[config.mk]
export PLATFORM = sky130hd
export DESIGN_NAME = sbpp_port
export DESIGN_NICKNAME = d
export VERILOG_FILES = /design/src/sbpp_pkg.sv /design/src/sbpp_pin_drv.sv /design/src/sbpp_port.sv
export SDC_FILE = /design/constraint.sdc
export NUM_CORES = 1
export LEC_CHECK = 0
export ABC_AREA = 0
export BUFFER_PORTS_ARGS = -buffer_cell sky130_fd_sc_hd__buf_2
export CORE_ASPECT_RATIO = 0.6
export CORE_MARGIN = 2
export CORE_UTILIZATION = 48
export DETAILED_ROUTE_END_ITERATION = 12
export GPL_ROUTABILITY_DRIVEN = 0
export GPL_TIMING_DRIVEN = 0
export PLACE_DENSITY = 0.78
export REMOVE_ABC_BUFFERS = 1
export SYNTH_ARGS = -nofsm -noshare
export SYNTH_HDL_FRONTEND = slang
export SYNTH_HIERARCHICAL = 1
export SYNTH_SLANG_ARGS = --single-unit
export TNS_END_PERCENT = 20
[constraint.sdc]
create_clock -name CLK_SYS -period 1.9 [get_ports CLK_SYS]
set_input_delay 0 -clock CLK_SYS [delete_from_list [all_inputs] [get_ports CLK_SYS]]
set_output_delay 0 -clock CLK_SYS [all_outputs]
set_load 0.005 [all_outputs]
[src/sbpp_pkg.sv]
// sbpp_pkg: constants for the synchronous bit-bang parallel port
// assumes: single 250 MHz clock domain, no software registers
package sbpp_pkg;
  localparam int          DATA_W        = 8;
  localparam logic [7:0]  MODE_RESET    = 8'h00;
  localparam logic [7:0]  MODE_SYNC_BB  = 8'h04;
  localparam logic [7:0]  RST_MASK      = 8'h00;
  localparam logic [7:0]  RST_OUT_DATA  = 8'h00;
  localparam logic        RST_STROBE_N  = 1'b1;
  localparam int          SETUP_CYCLES  = 1;
  localparam logic [1:0]  SETUP_CNT_W1  = 2'h1;

  typedef enum logic [2:0] {
    SBPP_IDLE,
    SBPP_SAMPLE,
    SBPP_PUSH,
    SBPP_DRIVE,
    SBPP_SETUP,
    SBPP_WSTB,
    SBPP_WEND
  } sbpp_state_e;
endpackage

[src/sbpp_pin_drv.sv]
// sbpp_pin_drv: per-pin output register and enable from direction mask
// assumes: load pulses come from the byte sequencer in the same domain
`timescale 1ns/1ns
module sbpp_pin_drv #(
  parameter int W = 8
) (
  input  wire logic         clk,      // system clock
  input  wire logic         rst_n,    // async reset, active low
  input  wire logic         load,     // apply new output byte
  input  wire logic [W-1:0] data,     // new output byte
  input  wire logic [W-1:0] dir_mask, // 1 = output
  output logic      [W-1:0] pin_o,    // pin output levels
  output logic      [W-1:0] pin_oe    // pin output enables
);
  logic [W-1:0] out_reg;

  // outputs change only on a load, hold between bytes
  always_ff @(posedge clk or negedge rst_n) begin
    if (!rst_n) begin
      out_reg <= sbpp_pkg::RST_OUT_DATA;
    end else if (load) begin
      out_reg <= data;
    end
  end

  assign pin_o  = out_reg;
  assign pin_oe = dir_mask;

endmodule // sbpp_pin_drv

[src/sbpp_port.sv]
// sbpp_port: synchronous bit-bang byte sequencer with pin and strobe drive
// assumes: host byte stream and return stream are valid/ready handshakes
// Notes on behaviour
// - outputs change only on a received byte
// - pulse write strobe after driving new byte
// - sample pins only per written byte
// - process byte only if return path ready
// - sample before drive; return lags one byte
// - mode code 04 enables this port
// - byte cycle begins by capturing all pins
// - read strobe high, queue sample to host
// - read strobe low, outputs switch new byte
// - one setup cycle before write strobe
// - write strobe returns high next step
// - read strobe rise marks sample captured
// - setup mask sets each pin direction
// - direction holds until next setup command
// - bytes still sampled; never drive input pins
// - mode code 00 resets mode logic
// - outputs hold last value between bytes
`timescale 1ns/1ns
module sbpp_port #(
  parameter int W = sbpp_pkg::DATA_W
) (
  input  wire logic         CLK_SYS,        // 250 MHz system clock
  input  wire logic         RST_N,          // async reset, active low
  input  wire logic         MODE_SET,       // mode-setup command strobe
  input  wire logic [7:0]   MODE_CODE,      // mode code with command
  input  wire logic [W-1:0] MODE_MASK,      // direction mask with command
  input  wire logic         RX_VALID,       // from_host_fifo byte present
  input  wire logic [W-1:0] RX_DATA,        // from_host_fifo byte
  output logic              RX_READY,       // pop from_host_fifo
  output logic              TX_VALID,       // to_host_fifo push
  output logic      [W-1:0] TX_DATA,        // sampled pin byte
  input  wire logic         TX_READY,       // to_host_fifo has room
  input  wire logic [W-1:0] PIN_I,          // pin input levels
  output logic      [W-1:0] PIN_O,          // pin output levels
  output logic      [W-1:0] PIN_OE,         // pin output enables
  output logic              WRITE_STROBE_N, // write strobe, active low
  output logic              READ_STROBE_N,  // read strobe, active low
  output logic              MODE_ACTIVE     // sync bit-bang enabled
);
  sbpp_pkg::sbpp_state_e state;
  sbpp_pkg::sbpp_state_e next_state;
  logic         enabled;
  logic [W-1:0] dir_mask;
  logic [W-1:0] held_byte;
  logic [1:0]   setup_cnt;
  logic         load;

  function automatic logic is_code(input logic [7:0] c,
                                   input logic [7:0] ref_c);
    return c == ref_c;
  endfunction

  // mode enable and reset
  always_ff @(posedge CLK_SYS or negedge RST_N) begin
    if (!RST_N) begin
      enabled <= 1'b0;
    end else if (MODE_SET) begin
      if (is_code(MODE_CODE, sbpp_pkg::MODE_SYNC_BB)) begin
        enabled <= 1'b1;
      end else begin
        enabled <= 1'b0;
      end
    end
  end

  // direction mask, only a setup command changes it
  always_ff @(posedge CLK_SYS or negedge RST_N) begin
    if (!RST_N) begin
      dir_mask <= sbpp_pkg::RST_MASK;
    end else if (MODE_SET) begin
      if (is_code(MODE_CODE, sbpp_pkg::MODE_RESET)) begin
        dir_mask <= sbpp_pkg::RST_MASK;
      end else begin
        dir_mask <= MODE_MASK;
      end
    end
  end

  // start a byte only with room in to_host_fifo
  assign RX_READY = (state == sbpp_pkg::SBPP_IDLE) && enabled
                    && !MODE_SET && TX_READY;

  always_comb begin
    next_state = state;
    case (state)
      sbpp_pkg::SBPP_IDLE: begin
        if (RX_READY && RX_VALID) begin
          next_state = sbpp_pkg::SBPP_SAMPLE;
        end
      end
      sbpp_pkg::SBPP_SAMPLE: begin
        next_state = sbpp_pkg::SBPP_PUSH;
      end
      sbpp_pkg::SBPP_PUSH: begin
        if (TX_READY) begin
          next_state = sbpp_pkg::SBPP_DRIVE;
        end
      end
      sbpp_pkg::SBPP_DRIVE: begin
        next_state = sbpp_pkg::SBPP_SETUP;
      end
      sbpp_pkg::SBPP_SETUP: begin
        if (setup_cnt + 2'h1 == sbpp_pkg::SETUP_CNT_W1) begin
          next_state = sbpp_pkg::SBPP_WSTB;
        end
      end
      sbpp_pkg::SBPP_WSTB: begin
        next_state = sbpp_pkg::SBPP_WEND;
      end
      sbpp_pkg::SBPP_WEND: begin
        next_state = sbpp_pkg::SBPP_IDLE;
      end
      default: begin
        next_state = sbpp_pkg::SBPP_IDLE;
      end
    endcase
  end

  // a reset-mode command aborts the byte cycle
  always_ff @(posedge CLK_SYS or negedge RST_N) begin
    if (!RST_N) begin
      state <= sbpp_pkg::SBPP_IDLE;
    end else if (MODE_SET && !is_code(MODE_CODE, sbpp_pkg::MODE_SYNC_BB))
    begin
      state <= sbpp_pkg::SBPP_IDLE;
    end else begin
      state <= next_state;
    end
  end

  // setup delay counter
  always_ff @(posedge CLK_SYS or negedge RST_N) begin
    if (!RST_N) begin
      setup_cnt <= 2'h0;
    end else if (state == sbpp_pkg::SBPP_SETUP) begin
      setup_cnt <= setup_cnt + 2'h1;
    end else begin
      setup_cnt <= 2'h0;
    end
  end

  // capture host byte on pop, pins at the first step
  always_ff @(posedge CLK_SYS or negedge RST_N) begin
    if (!RST_N) begin
      held_byte <= sbpp_pkg::RST_OUT_DATA;
    end else if (RX_READY && RX_VALID) begin
      held_byte <= RX_DATA;
    end
  end

  // return byte to host
  assign TX_VALID = (state == sbpp_pkg::SBPP_PUSH);
  always_ff @(posedge CLK_SYS or negedge RST_N) begin
    if (!RST_N) begin
      TX_DATA <= sbpp_pkg::RST_OUT_DATA;
    end else if (state == sbpp_pkg::SBPP_SAMPLE) begin
      TX_DATA <= PIN_I;
    end
  end

  // read strobe: high during push, low otherwise
  always_ff @(posedge CLK_SYS or negedge RST_N) begin
    if (!RST_N) begin
      READ_STROBE_N <= sbpp_pkg::RST_STROBE_N;
    end else if (next_state == sbpp_pkg::SBPP_PUSH) begin
      READ_STROBE_N <= 1'b1;
    end else begin
      READ_STROBE_N <= 1'b0;
    end
  end

  // write strobe one cycle wide
  always_ff @(posedge CLK_SYS or negedge RST_N) begin
    if (!RST_N) begin
      WRITE_STROBE_N <= sbpp_pkg::RST_STROBE_N;
    end else begin
      WRITE_STROBE_N <= !(next_state == sbpp_pkg::SBPP_WSTB);
    end
  end

  assign load        = (state == sbpp_pkg::SBPP_DRIVE);
  assign MODE_ACTIVE = enabled;

  sbpp_pin_drv #(
    .W(W)
  ) u_pins (
    .clk      (CLK_SYS),
    .rst_n    (RST_N),
    .load     (load),
    .data     (held_byte),
    .dir_mask (dir_mask),
    .pin_o    (PIN_O),
    .pin_oe   (PIN_OE)
  );

  AST_NO_SPONT_TX: assert property (@(posedge CLK_SYS) disable iff (!RST_N)
    TX_VALID |-> $past(state == sbpp_pkg::SBPP_SAMPLE) ||
      $past(state == sbpp_pkg::SBPP_PUSH))
    else $error("tx push without a byte cycle");

  AST_OUT_HOLD: assert property (@(posedge CLK_SYS) disable iff (!RST_N)
    !$past(load) |-> $stable(PIN_O))
    else $error("pin outputs changed without a byte");

  AST_POP_ROOM: assert property (@(posedge CLK_SYS) disable iff (!RST_N)
    RX_READY |-> TX_READY && enabled)
    else $error("byte popped without return room");

  AST_SAMPLE_PINS: assert property (@(posedge CLK_SYS) disable iff (!RST_N)
    state == sbpp_pkg::SBPP_SAMPLE |=> TX_DATA == $past(PIN_I))
    else $error("sample not taken from pins");

  AST_RD_HIGH: assert property (@(posedge CLK_SYS) disable iff (!RST_N)
    TX_VALID |-> READ_STROBE_N)
    else $error("read strobe low while queuing sample");

  AST_DRIVE_NEW: assert property (@(posedge CLK_SYS) disable iff (!RST_N)
    load |=> PIN_O == $past(held_byte) && !READ_STROBE_N)
    else $error("new byte not driven with read strobe low");

  AST_SETUP_GAP: assert property (@(posedge CLK_SYS) disable iff (!RST_N)
    $rose(load) |=> WRITE_STROBE_N ##1 !WRITE_STROBE_N)
    else $error("write strobe timing wrong after drive");

  AST_WR_PULSE: assert property (@(posedge CLK_SYS) disable iff (!RST_N)
    $fell(WRITE_STROBE_N) |=> WRITE_STROBE_N)
    else $error("write strobe wider than one cycle");

  AST_RD_RISE: assert property (@(posedge CLK_SYS) disable iff (!RST_N)
    $rose(READ_STROBE_N) && !$past(state == sbpp_pkg::SBPP_IDLE)
      |-> TX_DATA == $past(PIN_I))
    else $error("read strobe rose without captured sample");

  AST_DIR_HOLD: assert property (@(posedge CLK_SYS) disable iff (!RST_N)
    !$past(MODE_SET) |-> $stable(PIN_OE))
    else $error("direction changed without setup");

  AST_MODE_RESET: assert property (@(posedge CLK_SYS) disable iff (!RST_N)
    MODE_SET && MODE_CODE == sbpp_pkg::MODE_RESET |=>
      !MODE_ACTIVE && state == sbpp_pkg::SBPP_IDLE)
    else $error("reset code did not leave bit-bang");

  AST_MODE_ON: assert property (@(posedge CLK_SYS) disable iff (!RST_N)
    MODE_SET && MODE_CODE == sbpp_pkg::MODE_SYNC_BB |=>
      MODE_ACTIVE && PIN_OE == $past(MODE_MASK))
    else $error("mode 04 did not enable port");

  AST_WR_AFTER_LOAD: assert property (
    @(posedge CLK_SYS) disable iff (!RST_N)
    $fell(WRITE_STROBE_N) |->
      $past(load, 2))
    else $error("write strobe without a driven byte");

  AST_WR_IN_WSTB: assert property (
    @(posedge CLK_SYS) disable iff (!RST_N)
    state == sbpp_pkg::SBPP_WSTB |->
      !WRITE_STROBE_N)
    else $error("write strobe high in strobe step");

  AST_TX_HOLD: assert property (
    @(posedge CLK_SYS) disable iff (!RST_N)
    TX_VALID && !TX_READY |=>
      $stable(TX_DATA))
    else $error("sample changed while waiting for room");

  AST_PUSH_WAIT: assert property (
    @(posedge CLK_SYS) disable iff (!RST_N)
    TX_VALID && !TX_READY && !MODE_SET |=>
      TX_VALID)
    else $error("sample push dropped while host fifo full");

  AST_SAMPLE_THEN_PUSH: assert property (
    @(posedge CLK_SYS) disable iff (!RST_N)
    state == sbpp_pkg::SBPP_SAMPLE && !MODE_SET |=>
      TX_VALID)
    else $error("captured sample not queued");

  AST_LOAD_AFTER_PUSH: assert property (
    @(posedge CLK_SYS) disable iff (!RST_N)
    load |->
      $past(TX_VALID && TX_READY))
    else $error("outputs driven before sample queued");

  AST_WR_DATA_STABLE: assert property (
    @(posedge CLK_SYS) disable iff (!RST_N)
    !WRITE_STROBE_N |->
      $stable(PIN_O))
    else $error("pin outputs moved during write strobe");

  AST_MASK_LOAD: assert property (
    @(posedge CLK_SYS) disable iff (!RST_N)
    MODE_SET && MODE_CODE != sbpp_pkg::MODE_RESET |=>
      PIN_OE == $past(MODE_MASK))
    else $error("direction mask not applied");

  AST_DIR_CLEAR: assert property (
    @(posedge CLK_SYS) disable iff (!RST_N)
    MODE_SET && MODE_CODE == sbpp_pkg::MODE_RESET |=>
      PIN_OE == sbpp_pkg::RST_MASK)
    else $error("reset code left pins driven");

  AST_OFF_NO_POP: assert property (
    @(posedge CLK_SYS) disable iff (!RST_N)
    !MODE_ACTIVE |->
      !RX_READY)
    else $error("byte popped while port disabled");

  AST_MODE_HOLD: assert property (
    @(posedge CLK_SYS) disable iff (!RST_N)
    !$past(MODE_SET) |->
      $stable(MODE_ACTIVE))
    else $error("mode changed without a command");

  AST_TX_ONLY_SAMPLE: assert property (
    @(posedge CLK_SYS) disable iff (!RST_N)
    $changed(TX_DATA) |->
      $past(state == sbpp_pkg::SBPP_SAMPLE))
    else $error("return byte changed outside sample step");

  AST_OE_KEEP_ON_LOAD: assert property (
    @(posedge CLK_SYS) disable iff (!RST_N)
    load && !MODE_SET |=>
      $stable(PIN_OE))
    else $error("byte load changed pin directions");

  AST_RD_LOW_SETUP: assert property (
    @(posedge CLK_SYS) disable iff (!RST_N)
    state == sbpp_pkg::SBPP_SETUP |->
      !READ_STROBE_N)
    else $error("read strobe high during setup");

  AST_POP_STARTS: assert property (
    @(posedge CLK_SYS) disable iff (!RST_N)
    RX_READY && RX_VALID |=>
      state == sbpp_pkg::SBPP_SAMPLE)
    else $error("byte cycle did not start with a sample");

  AST_CYCLE_END: assert property (
    @(posedge CLK_SYS) disable iff (!RST_N)
    state == sbpp_pkg::SBPP_WSTB && !MODE_SET |=>
      WRITE_STROBE_N && state == sbpp_pkg::SBPP_WEND)
    else $error("write strobe did not end the cycle");

  AST_HELD_ON_POP: assert property (
    @(posedge CLK_SYS) disable iff (!RST_N)
    RX_READY && RX_VALID |=>
      held_byte == $past(RX_DATA))
    else $error("popped byte not held for output");

endmodule // sbpp_port

; Word level (Yosys, flattened, before mapping)
; Cells that the tools add are included.
[word_totals]
regBits = 40
input_bits = 37
output_inout_bits = 29
elab_cells = 38
[classes]
add_sub_neg = 1
n_eq_ne = 9
n_mux = 9
n_reduce_logical = 10
[ops]
columns = operator, count
row1 = one-hot mux 3 bit (6 select lines), 1
row2 = 2-to-1 mux 3 bit, 4
row3 = == test 3 x 2 -> 1 bit (second input constant), 3
row4 = == test 3 bit (second input constant), 3
row5 = == test 8 x 3 -> 1 bit (second input constant), 1
row6 = logical NOT 8 bit, 1
row7 = 2-to-1 mux 8 bit, 1
row8 = logical AND 1 bit, 5
row9 = == test 3 x 1 -> 1 bit (second input constant), 1
row10 = logical NOT 1 bit, 3
row11 = logical NOT 3 bit, 1
row12 = adder 2 x 1 -> 2 bit (second input constant), 1
row13 = == test 2 x 1 -> 1 bit (second input constant), 1
row14 = 2-to-1 mux 1 bit, 2
row15 = 2-to-1 mux 2 bit, 1

; Logic depth before layout (Yosys ltp)
; Gate-level depths: netlist of the first run.
[logic_depth]
word_depth = 9
ltp_mapped = 5
ltp_nobuf = 4

; Cells and area by module
; Netlist of the first run, hierarchy kept.
[modules_own_cells]
columns = mod, instances, cells_each, area_per_inst_um2, seq_area_each_um2
row1 = sbpp_port, 1, 101, 1357.6, 803.3
row2 = sbpp_pin_drv, 1, 25, 391.6, 200.2

; Worst setup path before layout of the first run
; Ideal clock, no wire load.
[synth_path]
path_type = register -> register
startpoint = reg state[0]
endpoint = reg held_byte[0]
setup_ns = 0.125
arrival_ns = 1.568
t_required_ns = 1.775
path_slack_ns = 0.207
path_stages_with_launch = 5
path_buffers = 1
period_less_slack_ns = 1.693
path_cell_list = dfrtp_1 nand4bb_1 or4b_4 buf_6 mux2_4
[synth_between]
elab_chain_cells = 5
[synth_rtl]
columns = item, line_no
row1 = start: declaration, sbpp_port.sv:43  ; sbpp_pkg::sbpp_state_e state;
row2 = start signal: assignment, sbpp_port.sv:125  ; state <= sbpp_pkg::SBPP_IDLE;
row3 = start signal: assignment, sbpp_port.sv:128  ; state <= sbpp_pkg::SBPP_IDLE;
row4 = start signal: assignment, sbpp_port.sv:130  ; state <= next_state;
row5 = logical NOT 3 bit, sbpp_port.sv:83  ; assign RX_READY = (state == sbpp_pkg::SBPP_IDLE) && enabled
row6 = logical AND 1 bit, sbpp_port.sv:83
row7 = logical AND 1 bit (2 in series), sbpp_port.sv:84  ; && !MODE_SET && TX_READY;
row8 = logical AND 1 bit, sbpp_port.sv:149  ; end else if (RX_READY && RX_VALID) begin
row9 = end signal: assignment, sbpp_port.sv:148  ; held_byte <= sbpp_pkg::RST_OUT_DATA;
row10 = end: declaration, sbpp_port.sv:47  ; logic [W-1:0] held_byte;
; No other way between the ends.
; A chain may end at the register's enable or synchronous reset.

; Final worst setup path of the first run
[layout_path]
startpoint = reg state[0]
endpoint = reg held_byte[5]
; Same word-level chain as after synthesis.

==> results of run 1 <==
==> routing by layer <==
metal | up-vias | wire length (µm) | global-route usage | part of all wire
li1 | 594 | - | - | -
met1 | 626 | 1588 | 0.2462 | 0.41
met2 | 26 | 2064 | 0.3659 | 0.54
met3 | 7 | 142 | 0.05576 | 0.037
met4 | 0 | 51 | 0.08056 | 0.013
met5 | - | 0 | 0 | 0
==> layout by cell type (no fill, tap or decap), drive strengths merged <==
cell type,netlist,routed
and2,1,1
mux2i,8,8
nor3b,2,2
mux2,24,24
nor4,2,2
a31oi,2,2
nor3,2,2
and4bb,1,1
o211a,1,1
clkbuf,4,8
buf,10,65
dlygate4sd3,0,25
and3,3,3
dfstp,2,2
or4b,1,1
nand3,1,1
a21oi,3,3
dfrtp,38,38
ha,1,1
nand4bb,1,1
inv,4,4
nor2,13,13
nor2b,2,2
==> registers in the layout (all words and copies together), names as in the netlist, 2 cells and up <==
register / cells
setup_cnt: 2
TX_DATA: 8
dir_mask: 8
u_pins/pin_o: 8
state: 3
held_byte: 8
==> worst paths after layout <==
check / from / endpoint / slack (ns) / cells after the start
worst max-delay path: state[0] / held_byte[5] / 0.07 / 3
worst min register to register: TX_DATA[1] / TX_DATA[1] / 0.50 / 1
worst min-delay path: MODE_CODE[2] / state[2] / 0.1 / 3
max in group asynchronous: RST_N / dir_mask[2] / 1.00 / 2
min in group asynchronous: RST_N / TX_DATA[7] / 0.36 / 2
worst max register to register: state[0] / held_byte[5] / 0.07 / 3
==> power by group through the flow <==
stage	logic, µW	registers, µW	clock network (µW)
after detailed placement	344	1080	0
final	383	1060	566
after global routing	419	1080	623
after floorplan	166	1070	0
after CTS	384	1060	586
after global placement	329	1060	0
==> critical path: cells and delay by family (launching register included) <==
family	cells	cell delay (ns)
multiplexers	1	0.34
flip-flops	1	0.45
AND/OR/NAND/NOR	2	0.91
==> per-stage QoR <==
stage	setup slack (ns)	util
global route	0.02440	0.7057
detailed placement	0.1118	0.6045
floorplan	0.2279	-
global placement	0.1432	0.6045
finish	0.07249	0.7057
CTS	0.1000	0.7057
==> timing repair <==
item / 4_1_cts / 5_1_grt
endpoints found under the hold margin: 62 / 0
endpoints found under the setup margin: 0 / 0
hold buffers: 25 / 0
==> synthesized netlist by cell type <==
cell	number
sky130_fd_sc_hd__o211a_1	1
sky130_fd_sc_hd__and2_2	1
sky130_fd_sc_hd__nor2_1	13
sky130_fd_sc_hd__inv_1	4
sky130_fd_sc_hd__nor3b_2	1
sky130_fd_sc_hd__nor2b_1	2
sky130_fd_sc_hd__clkbuf_1	4
sky130_fd_sc_hd__ha_1	1
sky130_fd_sc_hd__mux2i_1	8
sky130_fd_sc_hd__a31oi_1	2
sky130_fd_sc_hd__dfrtp_1	38
sky130_fd_sc_hd__buf_6	2
sky130_fd_sc_hd__nor3b_1	1
sky130_fd_sc_hd__mux2_4	16
sky130_fd_sc_hd__buf_4	8
sky130_fd_sc_hd__nor3_1	2
sky130_fd_sc_hd__dfstp_2	2
sky130_fd_sc_hd__nand3_1	1
sky130_fd_sc_hd__nand4bb_1	1
sky130_fd_sc_hd__nor4_1	2
sky130_fd_sc_hd__a21oi_1	3
sky130_fd_sc_hd__mux2_2	8
sky130_fd_sc_hd__or4b_4	1
sky130_fd_sc_hd__and3_1	3
sky130_fd_sc_hd__and4bb_2	1
==> logic make-up (layout without fill, tap and decap cells) <==
group	count (synthesis)	in the layout	share of synthesized area
compound gates	6	6	0.02146
buf+inv	18	102	0.06437
simple gates	29	29	0.09871
flops	40	40	0.5737
fa+ha+maj	1	1	0.007152
mux	32	32	0.2346
==> layout make-up <==
type / count / area share
clock buffer: 8 / 0.03795
sequential: 40 / 0.4228
tap: 45 / 0.02372
inverter: 4 / 0.006326
timing repair buffer: 90 / 0.2425
multi-input combinational: 68 / 0.2667
==> flow_results.xml, run 1 <==
<?xml version="1.0" encoding="UTF-8"?>
<metrics>
  <group name="layout">
    <metric name="filler_cell_count" unit="">241</metric>
    <metric name="non_filler_instance_count_after_layout" unit="">255</metric>
    <metric name="num_antenna_cells" unit="">0</metric>
    <metric name="layout-area-overhead-vs-synth" unit="%">35.69</metric>
    <metric name="fin_nets" unit="">247</metric>
    <metric name="area.sequential" unit="mm²">0.001003</metric>
    <metric name="layout.cell_area.non_filler" unit="mm²">0.002374</metric>
    <metric name="multi_input_comb_area" unit="µm²">633.1</metric>
    <metric name="final_layout_size_suffix_gt1_frac" unit="">0.4810</metric>
  </group>
  <group name="sta">
    <metric name="rsz0062_at_grt" unit="">no</metric>
    <metric name="setup-tns-final" unit="ns">0</metric>
    <metric name="final_hold_viol_count" unit="">0</metric>
    <metric name="worst_pin_slew" unit="ns">0.8533</metric>
    <metric name="final_skew" unit="ns">0.006773</metric>
    <metric name="maxSlewViolCount" unit="">0</metric>
    <metric name="fmaxAchievable" unit="GHz">0.5472</metric>
    <metric name="slew_headroom" unit="">0.4311</metric>
    <metric name="min_period_over_period" unit="">0.9618</metric>
    <metric name="fin_crit" unit="ns">1.828</metric>
    <metric name="final-setup-viol-count" unit="">0</metric>
    <metric name="hold-worst-slack" unit="ns">0.09633</metric>
  </group>
  <group name="placement">
    <metric name="postPlaceCellArea" unit="mm²">0.002033</metric>
    <metric name="detailedPlacementHpwl" unit="mm">2.597</metric>
    <metric name="place.detailed.instances" unit="">222</metric>
    <metric name="placement.io_buffers" unit="">65</metric>
  </group>
  <group name="setup_path">
    <metric name="worstSetupStartpointType" unit="">register</metric>
    <metric name="timing_worst_setup_path_type" unit="">register to register</metric>
    <metric name="timing.critical_path.required" unit="ns">2.07</metric>
    <metric name="path_max_fanout" unit="">10</metric>
    <metric name="critPathSlowestCell" unit="">sky130_fd_sc_hd__or4b_4</metric>
    <metric name="worst_path_largest_cell_delay" unit="ns">0.66</metric>
    <metric name="setup.worst_path.end_class" unit="">register</metric>
    <metric name="cp_cell_sequence" unit="">nand4bb_1 -&gt; or4b_4 -&gt; mux2_4</metric>
    <metric name="cp_data_arrival_time" unit="ns">2.00</metric>
  </group>
  <group name="logic_synthesis">
    <metric name="seq_area_frac_synth" unit="">0.5737</metric>
    <metric name="number_of_standard_cells_after_synthesis" unit="">126</metric>
    <metric name="library_cell_with_the_largest_summed_area_after_synthesis" unit="">sky130_fd_sc_hd__dfrtp_1</metric>
    <metric name="synth.top_cells.by_area" unit="">sky130_fd_sc_hd__dfrtp_1, sky130_fd_sc_hd__mux2_4, sky130_fd_sc_hd__mux2_2, sky130_fd_sc_hd__mux2i_1, sky130_fd_sc_hd__buf_4</metric>
    <metric name="synthesis.area_per_instance" unit="µm²">13.88</metric>
    <metric name="synth.cell_area" unit="mm²">0.001749</metric>
    <metric name="ys_warn_count" unit="">6</metric>
    <metric name="synth_seq_cells" unit="">40</metric>
    <metric name="synth.top_cell.area_share" unit="">0.5436</metric>
    <metric name="yosysUniqueCellTypes" unit="">25</metric>
  </group>
  <group name="pwr">
    <metric name="portion_of_total_power_attributed_to_combinational_logic" unit="">0.190</metric>
    <metric name="vdd_drop_max" unit="µV">654.2</metric>
    <metric name="p_switching" unit="µW">479.4</metric>
    <metric name="power.density_cell_area" unit="mW/mm²">847.3</metric>
    <metric name="power.sequential.fraction" unit="">0.528</metric>
    <metric name="p_int" unit="µW">1532</metric>
    <metric name="leakage" unit="µW">0.001247</metric>
    <metric name="total_power" unit="µW">2011</metric>
    <metric name="clock_group_share_of_total_power" unit="">0.282</metric>
    <metric name="p_sw_frac" unit="">0.2384</metric>
  </group>
  <group name="clock_tree">
    <metric name="cts_post_setup_buffers_inserted" unit="">0</metric>
    <metric name="cts.htree.levels" unit="">2</metric>
    <metric name="clock_latency_of_the_later_clocked_register_in_the_worst_skew_pair" unit="ns">0.29</metric>
    <metric name="root_buffer" unit="">sky130_fd_sc_hd__clkbuf_8</metric>
    <metric name="clk_pin_slew" unit="ns">0.07</metric>
    <metric name="cts.repair.resized" unit="">0</metric>
    <metric name="clockBufferDepth" unit="">2</metric>
    <metric name="tritoncts" unit="">built</metric>
    <metric name="clock_sink_count" unit="">40</metric>
    <metric name="cts-buffers-inserted" unit="">5</metric>
  </group>
  <group name="global_route">
    <metric name="overflow" unit="">0</metric>
    <metric name="globalRouteTotalUtil" unit="">0.2096</metric>
    <metric name="grt_pass1_wl" unit="mm">6.361</metric>
    <metric name="antenna_found_initial" unit="">0</metric>
    <metric name="grt_max_degree" unit="">41</metric>
    <metric name="via_count_of_the_first_global_routing_pass" unit="">1385</metric>
  </group>
  <group name="floorplanning">
    <metric name="die_h" unit="µm">50.76</metric>
    <metric name="dieArea" unit="mm²">0.004159</metric>
    <metric name="floorplan.core_area" unit="mm²">0.003363</metric>
    <metric name="initial_core_util" unit="">0.5201</metric>
    <metric name="row_count" unit="">16</metric>
    <metric name="die_width" unit="µm">81.93</metric>
    <metric name="io_pins" unit="">66</metric>
  </group>
  <group name="drt">
    <metric name="drtAntennaViolNets" unit="">0</metric>
    <metric name="num_vias" unit="">1253</metric>
    <metric name="dr.first_iter.drc_count" unit="">34</metric>
    <metric name="detail_route.wirelength" unit="mm">3.846</metric>
    <metric name="dr.pass1.iters" unit="">4</metric>
    <metric name="routed_wire_length_per_instance" unit="µm">15.08</metric>
    <metric name="detail_route.drc_violations" unit="">0</metric>
    <metric name="routed_via_density" unit="">4.914</metric>
  </group>
  <group name="flow_run">
    <metric name="cap_viol_max_count" unit="">0</metric>
  </group>
  <group name="outcome">
    <metric name="result_of_the_run" unit="">finished clean</metric>
  </group>
  <group name="hold_path">
    <metric name="worstHoldPathType" unit="">input pin to register</metric>
  </group>
</metrics>
Note: power is estimated with default switching activity, not from simulation.
==> inputs of run 2 (changes only) <==
CORE_MARGIN = 8   (was 2)
CORE_UTILIZATION = 43   (was 48)
PLACE_DENSITY = 0.74   (was 0.78)
clock period = 1.55 ns   (was 1.9 ns; I/O delays follow)
==> run 2 against run 1 <==
Effect of this change:
- the flow now finishes with violations (negative setup slack)
- clock skew shrank 0.0034 ns
- clock power up 45%
- sequential share of layout area shrank 1.5 points
- critical path depth increased by 1
- worst hold slack got worse by 0.00060 ns
- sequential power is 23% higher
- design area is 4.0% higher
- utilization down 9.0 points
- setup slack lost 0.23 ns
- via count down 0.32%
- global-route usage is 7.5 points lower
- register-to-register slack got worse by 0.23 ns
- critical path type unchanged
==> flow_results.xml, run 2 (synthesis results as in run 1) <==
<?xml version="1.0" encoding="UTF-8"?>
<metrics>
  <group name="sta">
    <metric name="final_hold_viol_count" unit="">0</metric>
    <metric name="min_period_over_period" unit="">1.104</metric>
    <metric name="timing.final.ws_setup" unit="ns">-0.1619</metric>
    <metric name="worst_pin_slew" unit="ns">0.8540</metric>
    <metric name="final_skew" unit="ns">0.003422</metric>
    <metric name="final-setup-viol-count" unit="">10</metric>
    <metric name="maxSlewViolCount" unit="">0</metric>
    <metric name="rsz0062_at_grt" unit="">yes</metric>
    <metric name="fmaxAchievable" unit="GHz">0.5841</metric>
    <metric name="slew_headroom" unit="">0.4307</metric>
    <metric name="setup-tns-final" unit="ns">-1.289</metric>
    <metric name="fin_crit" unit="ns">1.712</metric>
  </group>
  <group name="setup_path">
    <metric name="path_max_fanout" unit="">3</metric>
    <metric name="worstRegToRegCells" unit="">4</metric>
    <metric name="cp_data_arrival_time" unit="ns">1.88</metric>
    <metric name="worstSetupStartpointType" unit="">register</metric>
    <metric name="r2r_start" unit="">state[0]</metric>
    <metric name="rr_endpoint" unit="">held_byte[7]</metric>
    <metric name="reg2reg_setup_slack" unit="ns">-0.16</metric>
    <metric name="setup.worst_path.end_class" unit="">register</metric>
    <metric name="timing.critical_path.required" unit="ns">1.72</metric>
    <metric name="timing_worst_setup_path_type" unit="">register to register</metric>
  </group>
  <group name="layout">
    <metric name="most_frequent_standard_cell_in_the_layout_excluding_fill_and_tap_cells" unit="">sky130_fd_sc_hd__buf_2</metric>
    <metric name="num_antenna_cells" unit="">0</metric>
    <metric name="multi_input_comb_area" unit="µm²">644.4</metric>
    <metric name="layout-area-overhead-vs-synth" unit="%">41.13</metric>
    <metric name="layout.cells.most_common_list" unit="">sky130_fd_sc_hd__buf_2, sky130_fd_sc_hd__dfrtp_1, sky130_fd_sc_hd__dlygate4sd3_1</metric>
    <metric name="final_layout_size_suffix_gt1_frac" unit="">0.5185</metric>
    <metric name="fin_nets" unit="">253</metric>
    <metric name="area.sequential" unit="mm²">0.001007</metric>
    <metric name="filler_cell_count" unit="">334</metric>
  </group>
  <group name="clock_tree">
    <metric name="tritoncts" unit="">built</metric>
    <metric name="clockBufferDepth" unit="">2</metric>
    <metric name="cts-buffers-inserted" unit="">5</metric>
    <metric name="clk_pin_slew" unit="ns">0.07</metric>
    <metric name="clock_latency_of_the_later_clocked_register_in_the_worst_skew_pair" unit="ns">0.28</metric>
    <metric name="clock_sink_count" unit="">40</metric>
    <metric name="root_buffer" unit="">sky130_fd_sc_hd__clkbuf_8</metric>
    <metric name="cts.htree.levels" unit="">2</metric>
  </group>
  <group name="outcome">
    <metric name="result_of_the_run" unit="">finished, violations left</metric>
    <metric name="failed_checks" unit="">negative setup slack</metric>
  </group>
  <group name="global_route">
    <metric name="antenna_found_initial" unit="">0</metric>
    <metric name="overflow" unit="">0</metric>
    <metric name="globalRouteTotalUtil" unit="">0.1342</metric>
    <metric name="grt_pass1_wl" unit="mm">6.796</metric>
    <metric name="grt_max_degree" unit="">41</metric>
    <metric name="via_count_of_the_first_global_routing_pass" unit="">1405</metric>
  </group>
  <group name="placement">
    <metric name="placement.io_buffers" unit="">65</metric>
    <metric name="detailedPlacementHpwl" unit="mm">2.565</metric>
    <metric name="detailedPlace.worstSlack" unit="ns">-0.2321</metric>
  </group>
  <group name="floorplanning">
    <metric name="die_h" unit="µm">65.41</metric>
    <metric name="floorplan.core_area" unit="mm²">0.004009</metric>
    <metric name="initial_core_util" unit="">0.4363</metric>
    <metric name="dieArea" unit="mm²">0.006432</metric>
    <metric name="row_count" unit="">18</metric>
    <metric name="die_width" unit="µm">98.34</metric>
    <metric name="io_pins" unit="">66</metric>
  </group>
  <group name="hold_path">
    <metric name="timing.hold.worst_path_depth" unit="">3</metric>
    <metric name="worstHoldPathType" unit="">input pin to register</metric>
    <metric name="hold_path_end" unit="">MODE_ACTIVE</metric>
    <metric name="hold_path.startpoint" unit="">MODE_CODE[2]</metric>
  </group>
  <group name="drt">
    <metric name="routed_via_density" unit="">4.695</metric>
    <metric name="detail_route.wirelength" unit="mm">3.986</metric>
    <metric name="drtAntennaViolNets" unit="">0</metric>
    <metric name="num_vias" unit="">1249</metric>
    <metric name="detail_route.drc_violations" unit="">0</metric>
    <metric name="dr.pass1.iters" unit="">4</metric>
    <metric name="routed_wire_length_per_instance" unit="µm">14.98</metric>
    <metric name="dr.first_iter.drc_count" unit="">42</metric>
  </group>
  <group name="pwr">
    <metric name="leakage" unit="µW">0.001281</metric>
    <metric name="vdd_drop_max" unit="µV">591.4</metric>
    <metric name="power.density_cell_area" unit="mW/mm²">1051</metric>
  </group>
  <group name="flow_run">
    <metric name="cap_viol_max_count" unit="">0</metric>
  </group>
</metrics>
==> run 2: cell count changes in the layout (fill, tap and decap cells not counted), moves of 3 or more <==
cell	previous run	this run
sky130_fd_sc_hd__buf_4	0	3
sky130_fd_sc_hd__dfrtp_2	0	3
sky130_fd_sc_hd__buf_6	0	3
sky130_fd_sc_hd__dfrtp_1	38	35
==> run 2: where the power goes <==
part           switching (µW)  leakage (µW)  internal, µW  total [µW]
Combinational             170      0.000726           311         481
Sequential               85.2      0.000500          1210        1300
Clock                     341     0.0000552           478         818
Total                     596       0.00128          2000        2590
==> run 2: worst max-delay path by stage <==
stage | from | to | slack, ns
after global routing | state[0] | held_byte[7] | -0.21
after detailed placement | state[0] | held_byte[0] | -0.23
after CTS | state[0] | held_byte[7] | -0.20
final | state[0] | held_byte[7] | -0.16
after global placement | state[0] | held_byte[7] | -0.21
after floorplan | state[0] | held_byte[0] | -0.12
==> run 2: what timing repair did <==
item,4_1_cts,5_1_grt
setup buffers,6,0
pin swaps,1,1
resized for setup,7,3
cloned,0,0
setup endpoints to repair,18,26
hold buffers,25,0
hold endpoints to repair,62,0
==> run 2: cell type report <==
class | instances | share of cell area
sequential | 40 | 0.4080
tap | 50 | 0.02534
multi-input combinational | 68 | 0.2610
timing repair buffer | 96 | 0.2560
clock buffer | 6 | 0.02940
clock inverter | 2 | 0.01419
inverter | 4 | 0.006082
==> run 2: per-layer routing <==
metal	up-vias	wire length, µm	track usage
met1	602	1766	0.1563
li1	601	-	-
met3	4	247	0.04636
met4	0	60	0.06262
met5	-	0	0
met2	42	1911	0.2218
==> run 2: metrics by stage <==
stage	utilization	std cells	power (µW)	hold slack [ns]	area (µm²)
final	0.6158	266	2594	0.09573	2469
after global routing	0.6158	266	2756	0.1217	2469
after CTS	0.6149	266	2628	0.08344	2465
after detailed placement	0.5087	227	1740	0.1700	2039
after global placement	0.5087	227	1722	0.1679	2039
after floorplan	-	112	1517	-0.2956	1652
==> run 2: critical path, stage by stage (launching register included) <==
cell                        delay, ns
sky130_fd_sc_hd__dfrtp_2         0.42
sky130_fd_sc_hd__nand4bb_1       0.20
sky130_fd_sc_hd__or4b_4          0.53
sky130_fd_sc_hd__buf_4           0.16
sky130_fd_sc_hd__mux2_4          0.29
==> inputs of run 3 (changes only) <==
CELL_PAD_IN_SITES_DETAIL_PLACEMENT = 1   (was default)
CELL_PAD_IN_SITES_GLOBAL_PLACEMENT = 1   (was default)
CORE_UTILIZATION = 34   (was 43)
PLACE_DENSITY = default   (was 0.74)
PLACE_DENSITY_LB_ADDON = 0.1   (was default)
REMOVE_ABC_BUFFERS = default   (was 1)
==> run 3 against run 2 <==
Effect of this change:
- the run still ends with negative setup slack left
- utilization is 11 points lower
- setup slack hardly changed
- worst hold slack worse by 0.083 ns
- power is 1.7% higher
- design area is 3.2% higher
- global-route usage is 1.3 points lower
- fmax hardly changed
- first-iteration DRC count is 69% lower
- clock-buffer cell count is 1 lower
- sequential power hardly changed
- clock power is 1% higher
- critical path type unchanged
==> flow_results.xml, run 3 (synthesis results as in run 1) <==
<?xml version="1.0" encoding="UTF-8"?>
<metrics>
  <group name="floorplanning">
    <metric name="floorplan.core_area" unit="mm²">0.005005</metric>
    <metric name="io_pins" unit="">66</metric>
    <metric name="dieArea" unit="mm²">0.007771</metric>
    <metric name="initial_core_util" unit="">0.3495</metric>
    <metric name="die_h" unit="µm">71.56</metric>
    <metric name="die_width" unit="µm">108.6</metric>
    <metric name="row_count" unit="">20</metric>
  </group>
  <group name="clock_tree">
    <metric name="clk_pin_slew" unit="ns">0.08</metric>
    <metric name="clockBufferDepth" unit="">2</metric>
    <metric name="root_buffer" unit="">sky130_fd_sc_hd__clkbuf_8</metric>
    <metric name="cts.htree.levels" unit="">2</metric>
    <metric name="clock_latency_of_the_later_clocked_register_in_the_worst_skew_pair" unit="ns">0.29</metric>
    <metric name="clock_sink_count" unit="">40</metric>
    <metric name="tritoncts" unit="">built</metric>
    <metric name="cts-buffers-inserted" unit="">5</metric>
  </group>
  <group name="sta">
    <metric name="fin_crit" unit="ns">1.712</metric>
    <metric name="worst_pin_slew" unit="ns">0.8789</metric>
    <metric name="slew_headroom" unit="">0.4141</metric>
    <metric name="fmaxAchievable" unit="GHz">0.5842</metric>
    <metric name="rsz0062_at_grt" unit="">yes</metric>
    <metric name="final_skew" unit="ns">0.004829</metric>
    <metric name="final-setup-viol-count" unit="">8</metric>
    <metric name="final_hold_viol_count" unit="">0</metric>
    <metric name="timing.final.ws_setup" unit="ns">-0.1617</metric>
    <metric name="maxSlewViolCount" unit="">0</metric>
    <metric name="min_period_over_period" unit="">1.104</metric>
  </group>
  <group name="setup_path">
    <metric name="setup.worst_path.end_class" unit="">register</metric>
    <metric name="timing.critical_path.required" unit="ns">1.72</metric>
    <metric name="worstRegToRegCells" unit="">4</metric>
    <metric name="cp_data_arrival_time" unit="ns">1.88</metric>
    <metric name="timing_worst_setup_path_type" unit="">register to register</metric>
    <metric name="path_max_fanout" unit="">10</metric>
    <metric name="worstSetupStartpointType" unit="">register</metric>
  </group>
  <group name="placement">
    <metric name="place.detailed.instances" unit="">257</metric>
    <metric name="detailedPlace.worstSlack" unit="ns">-0.2794</metric>
    <metric name="detailedPlacementHpwl" unit="mm">3.345</metric>
    <metric name="placement.io_buffers" unit="">65</metric>
  </group>
  <group name="pwr">
    <metric name="portion_of_total_power_attributed_to_combinational_logic" unit="">0.192</metric>
    <metric name="clock_group_share_of_total_power" unit="">0.313</metric>
    <metric name="power.density_cell_area" unit="mW/mm²">1036</metric>
    <metric name="power.sequential.fraction" unit="">0.494</metric>
    <metric name="p_int" unit="µW">2019</metric>
    <metric name="leakage" unit="µW">0.001319</metric>
    <metric name="p_sw_frac" unit="">0.2351</metric>
    <metric name="vdd_drop_max" unit="µV">528.8</metric>
    <metric name="p_switching" unit="µW">620.6</metric>
  </group>
  <group name="hold_path">
    <metric name="timing.hold.worst_path_depth" unit="">3</metric>
    <metric name="worstHoldPathType" unit="">input pin to register</metric>
  </group>
  <group name="global_route">
    <metric name="groute.layer.met2.usage" unit="">0.2069</metric>
    <metric name="overflow" unit="">0</metric>
    <metric name="globalRouteTotalUtil" unit="">0.1212</metric>
    <metric name="grt_use_met3" unit="">0.03760</metric>
    <metric name="grt_max_degree" unit="">41</metric>
    <metric name="grtUsageMet1" unit="">0.1410</metric>
    <metric name="grt_pass1_wl" unit="mm">7.417</metric>
    <metric name="antenna_found_initial" unit="">0</metric>
    <metric name="grt.busiest_layer" unit="">met2</metric>
    <metric name="via_count_of_the_first_global_routing_pass" unit="">1551</metric>
  </group>
  <group name="drt">
    <metric name="drtAntennaViolNets" unit="">0</metric>
    <metric name="detail_route.wirelength" unit="mm">4.552</metric>
    <metric name="detail_route.drc_violations" unit="">0</metric>
    <metric name="num_vias" unit="">1297</metric>
    <metric name="routed_via_density" unit="">4.472</metric>
    <metric name="dr.first_iter.drc_count" unit="">13</metric>
    <metric name="routed_wire_length_per_instance" unit="µm">15.70</metric>
    <metric name="dr.pass1.iters" unit="">2</metric>
  </group>
  <group name="layout">
    <metric name="area.sequential" unit="mm²">0.001006</metric>
    <metric name="multi_input_comb_area" unit="µm²">641.9</metric>
    <metric name="fin_nets" unit="">261</metric>
    <metric name="most_frequent_standard_cell_in_the_layout_excluding_fill_and_tap_cells" unit="">sky130_fd_sc_hd__buf_2</metric>
    <metric name="layout-area-overhead-vs-synth" unit="%">45.71</metric>
    <metric name="layout.cells.most_common_list" unit="">sky130_fd_sc_hd__buf_2, sky130_fd_sc_hd__dfrtp_1, sky130_fd_sc_hd__dlygate4sd3_1</metric>
    <metric name="num_antenna_cells" unit="">0</metric>
    <metric name="non_filler_instance_count_after_layout" unit="">290</metric>
    <metric name="final_layout_size_suffix_gt1_frac" unit="">0.5313</metric>
    <metric name="filler_cell_count" unit="">549</metric>
  </group>
  <group name="logic_synthesis">
    <metric name="synth_fp_nets" unit="">164</metric>
  </group>
  <group name="outcome">
    <metric name="failed_checks" unit="">negative setup slack</metric>
    <metric name="result_of_the_run" unit="">finished, violations left</metric>
  </group>
  <group name="flow_run">
    <metric name="cap_viol_max_count" unit="">0</metric>
  </group>
</metrics>
==> run 3: final timing paths <==
path	slack (ns)	endpoint	startpoint
setup / recovery	-0.16	held_byte[4]	state[0]
hold / removal	0.01	dir_mask[5]	MODE_MASK[5]
setup reg to reg	-0.16	held_byte[4]	state[0]
hold reg to reg	0.51	u_pins/pin_o[1]	u_pins/pin_o[1]
max in group asynchronous	0.57	state[1]	RST_N
min in group asynchronous	0.38	TX_DATA[4]	RST_N
==> run 3: final cells by class <==
| class | instances | share of cell area |
|---|---|---|
| multi-input combinational | 68 | 0.2518 |
| sequential | 40 | 0.3947 |
| clock buffer | 5 | 0.02700 |
| timing repair buffer | 91 | 0.2327 |
| clock inverter | 3 | 0.01669 |
| buffer | 13 | 0.03878 |
| inverter | 4 | 0.005891 |
| tap | 66 | 0.03240 |
==> run 3: metal layers <==
| metal | up-vias | share of wire |
|---|---|---|
| met3 | 2 | 0.067 |
| met5 | - | 0 |
| li1 | 615 | - |
| met4 | 0 | 0.0059 |
| met2 | 38 | 0.50 |
| met1 | 642 | 0.43 |
==> run 3: critical path, stage by stage (launching register included) <==
cell and delay [ns]:
sky130_fd_sc_hd__dfrtp_2 0.42, sky130_fd_sc_hd__nand4bb_1 0.20, sky130_fd_sc_hd__or4b_4 0.51, sky130_fd_sc_hd__buf_8 0.17, sky130_fd_sc_hd__mux2_4 0.29
==> run 3: through the flow <==
step,util,area (µm²),total power [µW],setup TNS [ns],hold WS (ns)
floorplan,-,1753,1552,-1.030,-0.2956
global placement,0.4318,2161,1758,-3.243,0.1645
detailed placement,0.4318,2161,1792,-4.614,0.1687
CTS,0.5085,2545,2689,-1.323,0.01297
global route,0.5093,2549,2798,-1.737,0.03951
finish,0.5093,2549,2640,-1.253,0.01304
==> run 3: repair_timing <==
item	4_1_cts	5_1_grt
endpoints found under the hold margin	61	0
endpoints found under the setup margin	26	18
hold buffers	24	0
buffers inserted	2	0
pin swaps	1	1
gates resized for setup	3	3
==> run 3: power groups by stage <==
stage          clock (µW)  combinational [µW]  sequential, µW
2_1_floorplan           0                 244            1310
3_3_place_gp            0                 452            1310
5_1_grt               902                 562            1330
3_5_place_dp            0                 470            1320
4_1_cts               862                 520            1310
6_report              827                 507            1310
